File: config.mk
export PLATFORM = sky130hd
export DESIGN_NAME = rxmbf_filter_store
export DESIGN_NICKNAME = d
export VERILOG_FILES = /design/src/core/rxmbf_pkg.sv /design/src/core/rxmbf_filter_store.sv
export SDC_FILE = /design/constraint.sdc
export NUM_CORES = 2
export LEC_CHECK = 0
export BUFFER_PORTS_ARGS = -buffer_cell sky130_fd_sc_hd__buf_2
export CORE_AREA = 2 2 536 325
export DETAILED_ROUTE_END_ITERATION = 6
export DIE_AREA = 0 0 538 327
export PLACE_DENSITY_LB_ADDON = 0.05
export SLEW_MARGIN = 25
export SYNTH_ARGS = -nofsm -noshare
export SYNTH_HDL_FRONTEND = slang
export SYNTH_SLANG_ARGS = --single-unit
File: constraint.sdc
create_clock -name clk -period 13.6 [get_ports clk]
set_clock_uncertainty 0.05 [all_clocks]
set_input_delay 2.72 -clock clk [delete_from_list [all_inputs] [get_ports clk]]
set_output_delay 2.72 -clock clk [all_outputs]
set_load 0.05 [all_outputs]
File: src/core/rxmbf_pkg.sv
// Constants and types of the receive buffer filter and store block
// ---------------------------------------------------------------------
// ---------------------------------------------------------------------
package rxmbf_pkg;
	// Sizes
	localparam int NBUF = 8;
	localparam int IDX_W = 3;
	localparam int NSHADOW = 4;
	// Register byte offsets
	localparam logic [7:0] OFS_CTRL = 8'h00;
	localparam logic [7:0] OFS_ERR = 8'h04;
	localparam logic [7:0] OFS_MIDF = 8'h08;
	localparam logic [7:0] OFS_FIFOF = 8'h0c;
	localparam logic [7:0] OFS_ACTDATA = 8'h10;
	localparam logic [7:0] OFS_ACTHDR = 8'h14;
	localparam logic [7:0] OFS_FIFODATA = 8'h18;
	localparam logic [7:0] OFS_FIFOSTAT = 8'h1c;
	localparam logic [7:0] OFS_IVEC = 8'h20;
	localparam logic [2:0] BUF_REGION = 3'h2;
	// Field positions
	localparam int CTRL_CONFIG = 0;
	localparam int CTRL_FSIZE_LO = 8;
	localparam int ERR_LOST = 0;
	localparam int IVEC_VALID = 8;
	localparam int FILT_MASK_LO = 16;
	localparam int BF_CFG_W = 18;
	localparam int BF_LOCK = 24;
	localparam int BF_FULL = 25;
	// Reset values and filter defaults
	localparam logic CONFIG_RST = 1'b1;
	localparam logic [6:0] MID_MIN_LEN = 7'h01;
	localparam logic [15:0] MID_DEFAULT = 16'h0000;
	localparam logic [10:0] FID_NONE = 11'h000;

	typedef struct packed {
		logic [5:0] cyc;
		logic [6:0] len;
		logic [10:0] fid;
		logic [15:0] mid;
		logic [31:0] data;
	} rxmbf_frame_t;

	typedef struct packed {
		logic [10:0] fid;
		logic useMid;
		logic dbl;
		logic dyn;
		logic chB;
		logic chA;
		logic irqEn;
		logic tx;
	} rxmbf_bufcfg_t;

	typedef enum logic [1:0] {ST_IDLE, ST_SEARCH, ST_STORE} rxmbf_state_t;
endpackage : rxmbf_pkg

File: src/core/rxmbf_filter_store.sv
// Receive path: shadow capture, filter search, buffer and FIFO store
module rxmbf_filter_store (
	// Clock and reset
	input wire logic clk,
	input wire logic reset,
	// APB register slave
	input wire logic psel,
	input wire logic penable,
	input wire logic pwrite,
	input wire logic [7:0] paddr,
	input wire logic [31:0] pwdata,
	output logic [31:0] prdata,
	output logic pready,
	output logic pslverr,
	// Frame decoder
	input wire logic rxValid,
	input wire logic rxChannel,
	input wire logic rxSemOk,
	input wire logic rxSynOk,
	input wire rxmbf_pkg::rxmbf_frame_t rxFrame,
	// Host interrupt
	output logic hostIrq
);
	localparam int NB = rxmbf_pkg::NBUF;
	localparam int IW = rxmbf_pkg::IDX_W;

	// ---------------------------------------------------------------
	// Storage
	// ---------------------------------------------------------------
	rxmbf_pkg::rxmbf_frame_t bufData_ff [NB];
	rxmbf_pkg::rxmbf_bufcfg_t bufCfg_ff [NB];
	rxmbf_pkg::rxmbf_frame_t shadow_ff [rxmbf_pkg::NSHADOW];
	rxmbf_pkg::rxmbf_frame_t cur_ff, pend_ff;
	rxmbf_pkg::rxmbf_state_t state_ff;
	logic [3:0] shValid_ff;
	logic [1:0] shWr_ff, shRd_ff;
	logic [NB-1:0] full_ff;
	logic configMode_ff, locked_ff, pendValid_ff, pendLost_ff;
	logic commitReq_ff, frameLost_ff, curCh_ff, hit_ff;
	logic [IW:0] fifoSize_ff, fifoCnt_ff, idx_ff;
	logic [15:0] midVal_ff, midMask_ff;
	logic [10:0] fifoFid_ff, fifoMask_ff;
	logic [IW-1:0] lockIdx_ff, pendIdx_ff, fifoWr_ff, fifoRd_ff;
	logic [31:0] prdata_ff;

	// Decoded strobes and search terms
	logic [NB-1:0] rxCfgd, match, irqSrc;
	logic [15:0] effMid;
	logic setup, access, bufHit, addrOk, wrEn, selStbds;
	logic rxEnabled, rxAccept, shTake, fifoOk, storeHit, toLocked;
	logic storeBuf, commitNow, fifoPush, fifoPop, lockNow, unlockNow;
	logic ivecValid;
	logic [IW-1:0] bufSel, ivecIdx;
	rxmbf_pkg::rxmbf_bufcfg_t wrCfg;
	logic [1:0] capSlot, takeSlot;
	logic [31:0] rdMux;

	// ---------------------------------------------------------------
	// APB decode
	// ---------------------------------------------------------------
	// Zero wait states; unmapped or unaligned addresses answer with error
	assign setup = psel && !penable;
	assign access = psel && penable;
	assign bufHit = paddr[7:5] == rxmbf_pkg::BUF_REGION;
	assign bufSel = paddr[IW+1:2];
	assign addrOk = paddr[1:0] == 2'h0 &&
		(bufHit || paddr <= rxmbf_pkg::OFS_IVEC);
	assign wrEn = access && pwrite && addrOk;
	assign pready = 1'b1;
	assign pslverr = access && !addrOk;
	assign prdata = prdata_ff;
	assign wrCfg = rxmbf_pkg::rxmbf_bufcfg_t'(pwdata[rxmbf_pkg::BF_CFG_W-1:0]);
	assign selStbds = bufCfg_ff[bufSel].tx && bufCfg_ff[bufSel].dyn &&
		!bufCfg_ff[bufSel].dbl;

	// Lock request is refused while a commit is pending so the held frame lands first
	assign lockNow = wrEn && bufHit && pwdata[rxmbf_pkg::BF_LOCK] &&
		!locked_ff && !commitReq_ff && !bufCfg_ff[bufSel].tx;
	assign unlockNow = wrEn && bufHit && !pwdata[rxmbf_pkg::BF_LOCK] &&
		locked_ff && lockIdx_ff == bufSel;

	// ---------------------------------------------------------------
	// Per-buffer filter, flag and interrupt logic
	// ---------------------------------------------------------------
	// Payload too short to carry the id: filter on the default value
	assign effMid = (cur_ff.len >= rxmbf_pkg::MID_MIN_LEN) ? cur_ff.mid :
		rxmbf_pkg::MID_DEFAULT;

	genvar g;
	for (g = 0; g < NB; g++) begin : gBuf
		// FIFO entries and disabled buffers take no part in the search
		assign rxCfgd[g] = !bufCfg_ff[g].tx &&
			bufCfg_ff[g].fid != rxmbf_pkg::FID_NONE &&
			(IW+1)'(g) >= fifoSize_ff;
		assign match[g] = rxCfgd[g] && bufCfg_ff[g].fid == cur_ff.fid &&
			(curCh_ff ? bufCfg_ff[g].chB : bufCfg_ff[g].chA) &&
			(!bufCfg_ff[g].useMid ||
			((effMid ^ midVal_ff) & midMask_ff) == 16'h0000);
		assign irqSrc[g] = full_ff[g] && bufCfg_ff[g].irqEn;

		// Full flag: a store in the clearing cycle wins over the clear
		always_ff @(posedge clk) begin
			if (reset) begin
				full_ff[g] <= 1'b0;
			end else if ((storeBuf && idx_ff == (IW+1)'(g)) ||
				(commitNow && pendIdx_ff == IW'(g))) begin
				full_ff[g] <= 1'b1;
			end else if (wrEn && bufHit && bufSel == IW'(g) &&
				pwdata[rxmbf_pkg::BF_FULL]) begin
				full_ff[g] <= 1'b0;
			end
		end
	end

	// All unmasked full flags share one host line
	assign hostIrq = |irqSrc;

	// Lowest flagged and enabled buffer for the vector register
	always_comb begin
		ivecValid = 1'b0;
		ivecIdx = '0;
		for (int i = NB - 1; i >= 0; i--) begin
			if (irqSrc[i]) begin
				ivecValid = 1'b1;
				ivecIdx = IW'(i);
			end
		end
	end

	// ---------------------------------------------------------------
	// Configuration registers
	// ---------------------------------------------------------------
	// Mode, FIFO size and global filters; sizes and filters only in config
	always_ff @(posedge clk) begin
		if (reset) begin
			configMode_ff <= rxmbf_pkg::CONFIG_RST;
			fifoSize_ff <= '0;
			midVal_ff <= 16'h0000;
			midMask_ff <= 16'h0000;
			fifoFid_ff <= 11'h000;
			fifoMask_ff <= 11'h000;
		end else if (wrEn && configMode_ff) begin
			if (paddr == rxmbf_pkg::OFS_CTRL) begin
				configMode_ff <= pwdata[rxmbf_pkg::CTRL_CONFIG];
				fifoSize_ff <= (pwdata[rxmbf_pkg::CTRL_FSIZE_LO +: IW+1] >
					(IW+1)'(NB)) ? (IW+1)'(NB) :
					pwdata[rxmbf_pkg::CTRL_FSIZE_LO +: IW+1];
			end
			if (paddr == rxmbf_pkg::OFS_MIDF) begin
				midVal_ff <= pwdata[15:0];
				midMask_ff <= pwdata[rxmbf_pkg::FILT_MASK_LO +: 16];
			end
			if (paddr == rxmbf_pkg::OFS_FIFOF) begin
				fifoFid_ff <= pwdata[10:0];
				fifoMask_ff <= pwdata[rxmbf_pkg::FILT_MASK_LO +: 11];
			end
		end else if (wrEn && paddr == rxmbf_pkg::OFS_CTRL) begin
			configMode_ff <= pwdata[rxmbf_pkg::CTRL_CONFIG];
		end
	end

	// Buffer setup: free in config; in normal mode only the frame id and
	// interrupt enable of a dynamic single transmit buffer may change
	always_ff @(posedge clk) begin
		if (reset) begin
			for (int i = 0; i < NB; i++) begin
				bufCfg_ff[i] <= '0;
			end
		end else if (wrEn && bufHit) begin
			if (configMode_ff) begin
				bufCfg_ff[bufSel] <= wrCfg;
			end else if (selStbds) begin
				bufCfg_ff[bufSel].fid <= wrCfg.fid;
				bufCfg_ff[bufSel].irqEn <= wrCfg.irqEn;
			end
		end
	end

	// Lock handshake: one buffer at a time, granted on the write edge
	always_ff @(posedge clk) begin
		if (reset) begin
			locked_ff <= 1'b0;
			lockIdx_ff <= '0;
		end else if (lockNow) begin
			locked_ff <= 1'b1;
			lockIdx_ff <= bufSel;
		end else if (unlockNow) begin
			locked_ff <= 1'b0;
		end
	end

	// Frame lost error: set on commit of an overwritten pending frame
	always_ff @(posedge clk) begin
		if (reset) begin
			frameLost_ff <= 1'b0;
		end else if (commitNow && pendLost_ff) begin
			frameLost_ff <= 1'b1;
		end else if (wrEn && paddr == rxmbf_pkg::OFS_ERR &&
			pwdata[rxmbf_pkg::ERR_LOST]) begin
			frameLost_ff <= 1'b0;
		end
	end

	// ---------------------------------------------------------------
	// Shadow capture
	// ---------------------------------------------------------------
	// Receiving is off in config and when nothing could take a frame
	assign rxEnabled = (|rxCfgd) || fifoSize_ff != '0;
	assign rxAccept = rxValid && rxSemOk && rxSynOk && !configMode_ff &&
		rxEnabled;
	assign capSlot = {rxChannel, shWr_ff[rxChannel]};
	assign takeSlot = shValid_ff[{1'b0, shRd_ff[0]}] ?
		{1'b0, shRd_ff[0]} : {1'b1, shRd_ff[1]};
	assign shTake = state_ff == rxmbf_pkg::ST_IDLE && !commitReq_ff &&
		shValid_ff[takeSlot];

	// Two-entry in-order queue per channel; a third frame is dropped
	always_ff @(posedge clk) begin
		if (reset) begin
			shValid_ff <= 4'h0;
			shWr_ff <= 2'h0;
			shRd_ff <= 2'h0;
		end else begin
			if (shTake) begin
				shValid_ff[takeSlot] <= 1'b0;
				shRd_ff[takeSlot[1]] <= !shRd_ff[takeSlot[1]];
			end
			if (rxAccept && !shValid_ff[capSlot]) begin
				shadow_ff[capSlot] <= rxFrame;
				shValid_ff[capSlot] <= 1'b1;
				shWr_ff[rxChannel] <= !shWr_ff[rxChannel];
			end
		end
	end

	// ---------------------------------------------------------------
	// Search engine
	// ---------------------------------------------------------------
	assign fifoOk = fifoSize_ff != '0 && fifoCnt_ff < fifoSize_ff &&
		((cur_ff.fid ^ fifoFid_ff) & fifoMask_ff) == 11'h000;
	assign storeHit = state_ff == rxmbf_pkg::ST_STORE && hit_ff;
	assign toLocked = storeHit && locked_ff &&
		lockIdx_ff == idx_ff[IW-1:0];
	assign storeBuf = storeHit && !toLocked;
	assign commitNow = state_ff == rxmbf_pkg::ST_IDLE && commitReq_ff &&
		pendValid_ff;
	assign fifoPush = state_ff == rxmbf_pkg::ST_STORE && !hit_ff &&
		fifoOk;

	// One buffer checked per cycle, so a frame is placed within NBUF+3
	// cycles of capture, far inside the 16 microtick slot margin
	always_ff @(posedge clk) begin
		if (reset) begin
			state_ff <= rxmbf_pkg::ST_IDLE;
			cur_ff <= '0;
			curCh_ff <= 1'b0;
			idx_ff <= '0;
			hit_ff <= 1'b0;
			pend_ff <= '0;
			pendIdx_ff <= '0;
			pendValid_ff <= 1'b0;
			pendLost_ff <= 1'b0;
			commitReq_ff <= 1'b0;
		end else begin
			if (unlockNow) begin
				commitReq_ff <= 1'b1;
			end
			unique case (state_ff)
				rxmbf_pkg::ST_IDLE: begin
					if (commitReq_ff) begin
						commitReq_ff <= 1'b0;
						pendValid_ff <= 1'b0;
						pendLost_ff <= 1'b0;
					end else if (shTake) begin
						cur_ff <= shadow_ff[takeSlot];
						curCh_ff <= takeSlot[1];
						idx_ff <= fifoSize_ff;
						state_ff <= rxmbf_pkg::ST_SEARCH;
					end
				end
				rxmbf_pkg::ST_SEARCH: begin
					if (idx_ff == (IW+1)'(NB)) begin
						hit_ff <= 1'b0;
						state_ff <= rxmbf_pkg::ST_STORE;
					end else if (match[idx_ff[IW-1:0]]) begin
						hit_ff <= 1'b1;
						state_ff <= rxmbf_pkg::ST_STORE;
					end else begin
						idx_ff <= idx_ff + (IW+1)'(1);
					end
				end
				rxmbf_pkg::ST_STORE: begin
					if (toLocked) begin
						pend_ff <= cur_ff;
						pendIdx_ff <= idx_ff[IW-1:0];
						pendValid_ff <= 1'b1;
						pendLost_ff <= pendValid_ff;
					end
					state_ff <= rxmbf_pkg::ST_IDLE;
				end
			endcase
		end
	end

	// ---------------------------------------------------------------
	// Message store and FIFO
	// ---------------------------------------------------------------
	// Single writer of the frame memory; the engine state and the hit
	// flag keep the three sources apart
	always_ff @(posedge clk) begin
		if (reset) begin
			for (int i = 0; i < NB; i++) begin
				bufData_ff[i] <= '0;
			end
		end else if (commitNow) begin
			bufData_ff[pendIdx_ff] <= pend_ff;
		end else if (storeBuf) begin
			bufData_ff[idx_ff[IW-1:0]] <= cur_ff;
		end else if (fifoPush) begin
			bufData_ff[fifoWr_ff] <= cur_ff;
		end
	end

	// FIFO occupies entries 0 to size-1 as a ring; reads pop the head
	assign fifoPop = access && !pwrite &&
		paddr == rxmbf_pkg::OFS_FIFODATA && fifoCnt_ff != '0;

	always_ff @(posedge clk) begin
		if (reset) begin
			fifoWr_ff <= '0;
			fifoRd_ff <= '0;
			fifoCnt_ff <= '0;
		end else begin
			if (fifoPush) begin
				fifoWr_ff <= ({1'b0, fifoWr_ff} + (IW+1)'(1) == fifoSize_ff) ?
					'0 : fifoWr_ff + IW'(1);
			end
			if (fifoPop) begin
				fifoRd_ff <= ({1'b0, fifoRd_ff} + (IW+1)'(1) == fifoSize_ff) ?
					'0 : fifoRd_ff + IW'(1);
			end
			if (fifoPush && !fifoPop) begin
				fifoCnt_ff <= fifoCnt_ff + (IW+1)'(1);
			end else if (fifoPop && !fifoPush) begin
				fifoCnt_ff <= fifoCnt_ff - (IW+1)'(1);
			end
		end
	end

	// ---------------------------------------------------------------
	// Read data
	// ---------------------------------------------------------------
	// Active buffer views show data only while a lock is held
	always_comb begin
		rdMux = 32'h00000000;
		if (bufHit) begin
			rdMux[rxmbf_pkg::BF_CFG_W-1:0] = bufCfg_ff[bufSel];
			rdMux[rxmbf_pkg::BF_LOCK] = locked_ff && lockIdx_ff == bufSel;
			rdMux[rxmbf_pkg::BF_FULL] = full_ff[bufSel];
		end else begin
			case (paddr)
				rxmbf_pkg::OFS_CTRL: begin
					rdMux[rxmbf_pkg::CTRL_CONFIG] = configMode_ff;
					rdMux[rxmbf_pkg::CTRL_FSIZE_LO +: IW+1] = fifoSize_ff;
				end
				rxmbf_pkg::OFS_ERR: rdMux[rxmbf_pkg::ERR_LOST] = frameLost_ff;
				rxmbf_pkg::OFS_MIDF: rdMux = {midMask_ff, midVal_ff};
				rxmbf_pkg::OFS_FIFOF: begin
					rdMux[10:0] = fifoFid_ff;
					rdMux[rxmbf_pkg::FILT_MASK_LO +: 11] = fifoMask_ff;
				end
				rxmbf_pkg::OFS_ACTDATA: begin
					if (locked_ff) rdMux = bufData_ff[lockIdx_ff].data;
				end
				rxmbf_pkg::OFS_ACTHDR: begin
					if (locked_ff) begin
						rdMux[23:0] = {bufData_ff[lockIdx_ff].cyc,
							bufData_ff[lockIdx_ff].len,
							bufData_ff[lockIdx_ff].fid};
					end
				end
				rxmbf_pkg::OFS_FIFODATA: begin
					if (fifoCnt_ff != '0) rdMux = bufData_ff[fifoRd_ff].data;
				end
				rxmbf_pkg::OFS_FIFOSTAT: rdMux[IW:0] = fifoCnt_ff;
				rxmbf_pkg::OFS_IVEC: begin
					rdMux[IW-1:0] = ivecIdx;
					rdMux[rxmbf_pkg::IVEC_VALID] = ivecValid;
				end
				default: rdMux = 32'h00000000;
			endcase
		end
	end

	// Read data is sampled in the setup cycle and held through access;
	// refused addresses read zero so no buffer leaks through an alias
	always_ff @(posedge clk) begin
		if (reset) begin
			prdata_ff <= 32'h00000000;
		end else if (setup) begin
			prdata_ff <= addrOk ? rdMux : 32'h00000000;
		end
	end
endmodule : rxmbf_filter_store

**Word level (Yosys, flattened, before mapping)**

Memory sizes are Yosys's and may differ from the RTL's. A register that Yosys moved wholly into a read port is not among the register bits.
Index checks and enable logic that the tools add are counted.

- RAM bits: 1008
- Latch bits: 0
- Input bits: 121
- Memory bits (read-only): 0
- Word-level logic and storage cells: 524
- Output and inout port bits: 35
- Memories kept: 3
- Register bits after elaboration: 208

- Bitwise logic cells: 10
- Multiplexer cells: 164
- Reduce and logical (&&, ||, !) cells: 227
- Order comparisons: 23
- Multipliers: 0
- Shift operators: 0
- Div/mod/pow operators: 0
- Equal/unequal tests: 53
- Add/sub/neg operators: 7

Memory list:

| memory | words | bits a word | rd ports | clocked after Yosys merged registers in | write ports | RTL line | RTL |
|---|---|---|---|---|---|---|---|
| bufData_ff | 8 | 72 | 2 | 2 | 8 | rxmbf_filter_store.sv:30 | `rxmbf_pkg::rxmbf_frame_t bufData_ff [NB];` |
| shadow_ff | 4 | 72 | 1 | 1 | 1 | rxmbf_filter_store.sv:32 | `rxmbf_pkg::rxmbf_frame_t shadow_ff [rxmbf_pkg::NSHADOW];` |
| bufCfg_ff | 8 | 18 | 9 | 0 | 8 | rxmbf_filter_store.sv:31 | `rxmbf_pkg::rxmbf_bufcfg_t bufCfg_ff [NB];` |

Operator list:

| kind | count |
|---|---|
| two-way mux 72 bit | 3 |
| OR reduction 72 bit | 3 |
| logical AND 1 bit | 128 |
| two-way mux 32 bit | 3 |
| two-way mux 1 bit | 91 |
| == test 11 bit | 8 |
| nonzero test 11 bit | 8 |
| two-way mux 3 bit | 19 |
| two-way mux 4 bit | 10 |
| one-hot mux 8 bit (5 select lines) | 1 |
| two-way mux 18 bit | 2 |
| == test 8 x 5 -> 1 bit, second input constant | 4 |
| logical NOT 1 bit | 32 |
| nonzero test 2 bit | 15 |
| == test 3 bit, second input constant | 8 |
| two-way mux 24 bit | 1 |
| one-hot mux 4 bit (5 select lines) | 1 |
| logical OR 1 bit | 18 |
| OR reduction 18 bit | 1 |
| bitwise AND 16 bit | 1 |
| == test 4 x 3 -> 1 bit, second input constant | 4 |
| == test 8 x 4 -> 1 bit, second input constant | 2 |
| >= comparator 3 x 4 -> 1 bit, first input constant | 4 |
| logical NOT 16 bit | 1 |
| 69 further kinds | 116 |

**Logic depth before layout (Yosys ltp)**

- Depth after elaboration: 13
- Gate-level depth with buffers: 15
- Depth with buffers taken out: 13

**Worst setup path after synthesis**

OpenSTA, ideal clock, no wires.

- Path type: input -> register
- From: input rxChannel
- To: memory shadow_ff[2][0] (netlist name), enable pin
- Library setup time: 0.683 ns
- Path slack: 2.887 ns
- Data arrival time: 9.980 ns
- Path buffers: 0
- Required time: 12.867 ns
- Cell stages on the path: 5
- Cells stage by stage: inv_1 -> nand2_1 -> a21oi_1 -> o31ai_1 -> nor4_1

- Word-level cells in the longest chain between the ends: 9

RTL lines:

| element | RTL line | RTL |
|---|---|---|
| start, declared | rxmbf_filter_store.sv:17 | `input wire logic rxChannel,` |
| two-way mux 1 bit (not written as such) (2 in a row) | rxmbf_filter_store.sv:211 | `assign capSlot = {rxChannel, shWr_ff[rxChannel]};` |
| binary-select mux 1 bit (select 2 bit) | rxmbf_filter_store.sv:228 | `if (rxAccept && !shValid_ff[capSlot]) begin` |
| two-way mux 1 bit (not written as such) | rxmbf_filter_store.sv:228 |  |
| logical NOT 1 bit | rxmbf_filter_store.sv:228 |  |
| logical AND 1 bit | rxmbf_filter_store.sv:228 |  |
| two-way mux 1 bit | rxmbf_filter_store.sv:228 |  |
| two-way mux 1 bit | rxmbf_filter_store.sv:219 | `if (reset) begin` |
| two-way mux 1 bit (not written as such) | rxmbf_filter_store.sv:229 | `shadow_ff[capSlot] <= rxFrame;` |
| end, declared | rxmbf_filter_store.sv:32 |  |

Several ways; a longest one is shown, not always the timed one. The select of a mux whose other input is x is not followed.

**Final worst setup path**

- From: input paddr[3]
- To: output pslverr

- Word-level cells in the longest chain between the ends: 5

RTL lines:

| element | RTL line | RTL |
|---|---|---|
| start, declared | rxmbf_filter_store.sv:10 | `input wire logic [7:0] paddr,` |
| less-or-equal comparator 8 x 6 -> 1 bit | rxmbf_filter_store.sv:67 | `(bufHit \|\| paddr <= rxmbf_pkg::OFS_IVEC);` |
| logical OR 1 bit | rxmbf_filter_store.sv:67 |  |
| logical AND 1 bit | rxmbf_filter_store.sv:66 | `assign addrOk = paddr[1:0] == 2'h0 &&` |
| logical NOT 1 bit | rxmbf_filter_store.sv:70 | `assign pslverr = access && !addrOk;` |
| logical AND 1 bit | rxmbf_filter_store.sv:70 |  |
| end, declared | rxmbf_filter_store.sv:14 | `output logic pslverr,` |

No other way between the ends.

==> results.toml <==
[route]
postRouteWirelength_mm = 200
drc = 1
first_pass_iters = 7
wl_per_cell_um = 31.3
num_vias = 34000
drtIter0Drc = 3878
via_per_inst = 5.32
ant_nets = 0

[placement]
hpwlAfterDp_mm = 133
gp_congestion = 0.856
port-buffer-count = 154
post-place-cells = 6166
dpl_cell_area_sq_mm = 0.0548

[floorplanning]
die_area_sq_mm = 0.176
start_util_pct = 29.8
core_area_sq_mm = 0.171
fp-row-count = 118
die_width_um = 538
die_h_um = 327
ios = 156

[timing]
worst_pin_slew_ps = 1140
rsz0062_at_grt = "false"
fin_crit_ps = 7370
clock.fmax_mhz = 136
finalHoldViolCount = 0
min_period_over_period_pct = 54.2
setup_viol = 0
setup_tns_ps = 0
maxSlewHeadroom_pct = 22.4
final_max_slew_viol_count = 0

[cts]
post_cts_buffers = 0
root_buffer = "clkbuf_16"
clk_path_buf_depth = 3
clkSinkCount = 1150
clock_latency_ps = 770
ctsResizeCount = 0
cts.clk_slew.worst_paths_ps = 60
cts_buffers = 117
cts_tree = "built"
cts_hold_buffers = 0
htree_num_levels = 3

[worst_setup_path]
crit_path_end_kind = "output pin"
arrival_ps = 4600
crit_fanout = 49
ff2ff_setup_slack_ps = 7930
worstSetupPathType = "primary input to output pin"
start_kind = "primary input"
required_ps = 10830
r2r_end = "bufData_ff[1][63]"
r2r_start = "cur_ff[49]"
reg2regPathDepth = 10

[cells_and_area]
layout.cells.non_filler = 6399
fill_cells = 16800
areaGrowthSynthToFinish_pct = 14.9
fin_util_pct = 34.3
drive_gt1_share_pct = 18.6
fin_nets = 4142
final_cell_area_sq_mm = 0.0587

[global_routing]
grt_pass1_vias = 32700
gr-usage-all-layers_pct = 22.5
grt_max_degree = 69
grt.overflow.total = 0
grt_first_pass_wirelength_mm = 278
grt_antenna_before_repair = 38

[logic_synthesis]
synth-seq-cells = 1150
ys_seq_area_share_pct = 62.3
syn_area_sq_mm = 0.0511
synth_area_per_cell_sq_um = 13.1
synthCells = 3911
yosysWarnings = 0
synthDistinctLibCells = 77
synth-edff-count = 880
synthFlopType = "edfxtp_1"
synthArstFlopShare_pct = 0
synth_fp_nets = 4048

[pwr]
leakage_nw = 18.8
power_mw = 7.48
power_density_mw_per_mm2 = 128
ir_worst_vdd_mv = 0.113

[min_path]
hp-class = "register to register"
min_to = "pend_ff[5]"
holdPathStages = 2
worstHoldStart = "pend_ff[5]"

[run_status]
status = "finished with violations"
violations = "DRC"

[flow_run]
maxCapViolCount = 0
cell families (layout without fill, tap and decap cells):
kind of cell | after synthesis | in the layout | synth area share, %
other | 1 | 12 | 0.00734
multiplexers | 423 | 423 | 13.6
AO/OA/AOI/OAI | 628 | 628 | 8.35
XOR/XNOR | 120 | 120 | 2.06
buffers and inverters | 306 | 503 | 2.39
adder cells (fa/ha/maj) | 16 | 16 | 0.407
AND/OR/NAND/NOR | 1267 | 1267 | 10.9
flip-flops | 1150 | 1150 | 62.3
worst max-delay path by stage:
stage	start	endpoint	slack, ps	depth (start not counted)
2_1_floorplan	rxChannel	shadow_ff[2][0]	2890	5
3_3_place_gp	paddr[3]	pslverr	6270	7
3_5_place_dp	paddr[3]	pslverr	6260	7
4_1_cts	paddr[3]	pslverr	6250	7
5_1_grt	paddr[3]	pslverr	6180	7
6_report	paddr[3]	pslverr	6230	7
per-layer routing:
layer  track usage (%)  vias up  wire length, um
met5                 0        -               86
met4              3.70       14             3050
met3              3.57      204            12500
met2              31.8     1075            82700
met1              36.2    17800           102000
li1                  -    15000                -
sequential cells by signal, indices dropped and copies added (netlist names), 2 cells and up, named ones only:
signal,cells
bufCfg_ff,144
bufData_ff,448
cur_ff,72
fifoCnt_ff,4
fifoFid_ff,11
fifoMask_ff,11
fifoRd_ff,3
fifoSize_ff,4
fifoWr_ff,3
full_ff,8
idx_ff,4
lockIdx_ff,3
midMask_ff,16
midVal_ff,16
pendIdx_ff,3
pend_ff,56
prdata,32
shRd_ff,2
shValid_ff,4
shWr_ff,2
shadow_ff,288
state_ff,2
area by class of cell:
type	instances	area (sq um)	share of cell area (%)
multi-input cells	2455	18400	31.4
clock inverters	52	594	1.01
inverters	21	78.8	0.134
flip-flops and latches	1150	31900	54.3
clock buffers	170	3280	5.59
repair buffers	260	1590	2.70
diodes	11	27.5	0.0469
well taps	2280	2850	4.86
cell usage in the layout (no fill, tap or decap), types with 10 or more instances in the layout:
cell | netlist | routed
mux2_2 | 19 | 19
o21ai_0 | 51 | 45
ha_1 | 15 | 15
a211oi_1 | 80 | 80
mux2i_2 | 0 | 27
dfxtp_1 | 270 | 264
nand3_1 | 30 | 22
nor4_1 | 38 | 36
xnor2_1 | 27 | 27
nand4_1 | 18 | 18
clkbuf_8 | 0 | 13
nand2_1 | 305 | 296
clkbuf_1 | 196 | 38
clkinv_2 | 0 | 25
a21boi_0 | 11 | 11
diode_2 | 0 | 11
nor2b_1 | 11 | 10
mux2i_1 | 188 | 159
o22ai_1 | 26 | 26
buf_2 | 55 | 154
a222oi_1 | 74 | 74
buf_4 | 1 | 104
edfxtp_1 | 880 | 880
nor3_1 | 35 | 32
mux4_2 | 215 | 215
clkbuf_16 | 0 | 118
nand2b_1 | 18 | 17
a221oi_1 | 12 | 12
inv_1 | 19 | 18
and2_1 | 152 | 150
nor2_1 | 626 | 621
a22oi_1 | 29 | 29
a21oi_1 | 244 | 244
a32oi_1 | 10 | 10
clkinv_1 | 2 | 12
xor2_1 | 93 | 93
Yosys cell counts, types with 74 or more instances:
library cell  number  area, sq um
and2_1           152          951
xor2_1            93          815
mux2i_1          188         1880
a211oi_1          80          601
nor2_1           626         2350
a21oi_1          244         1220
dfxtp_1          270         5410
edfxtp_1         880        26400
nand2_1          305         1140
a222oi_1          74          741
clkbuf_1         196          736
mux4_2           215         4840
metrics by stage:
step	setup slack (ps)	hold WS, ps
global route	6180	421
finish	6230	403
global placement	6270	392
CTS	6250	405
floorplan	2890	386
detailed placement	6260	396
report_power, final:
group / switching, mW / internal (mW)
logic: 0.191 / 0.0811
clock network: 1.50 / 1.84
registers: 0.0393 / 3.83
critical path, cell delays in order:
cell,delay (ps)
buf_2,100
buf_4,330
or3_1,600
or2_2,370
a21oi_1,200
nor2_1,70
buf_2,210
No activity file was read; power rests on OpenSTA's default activity.
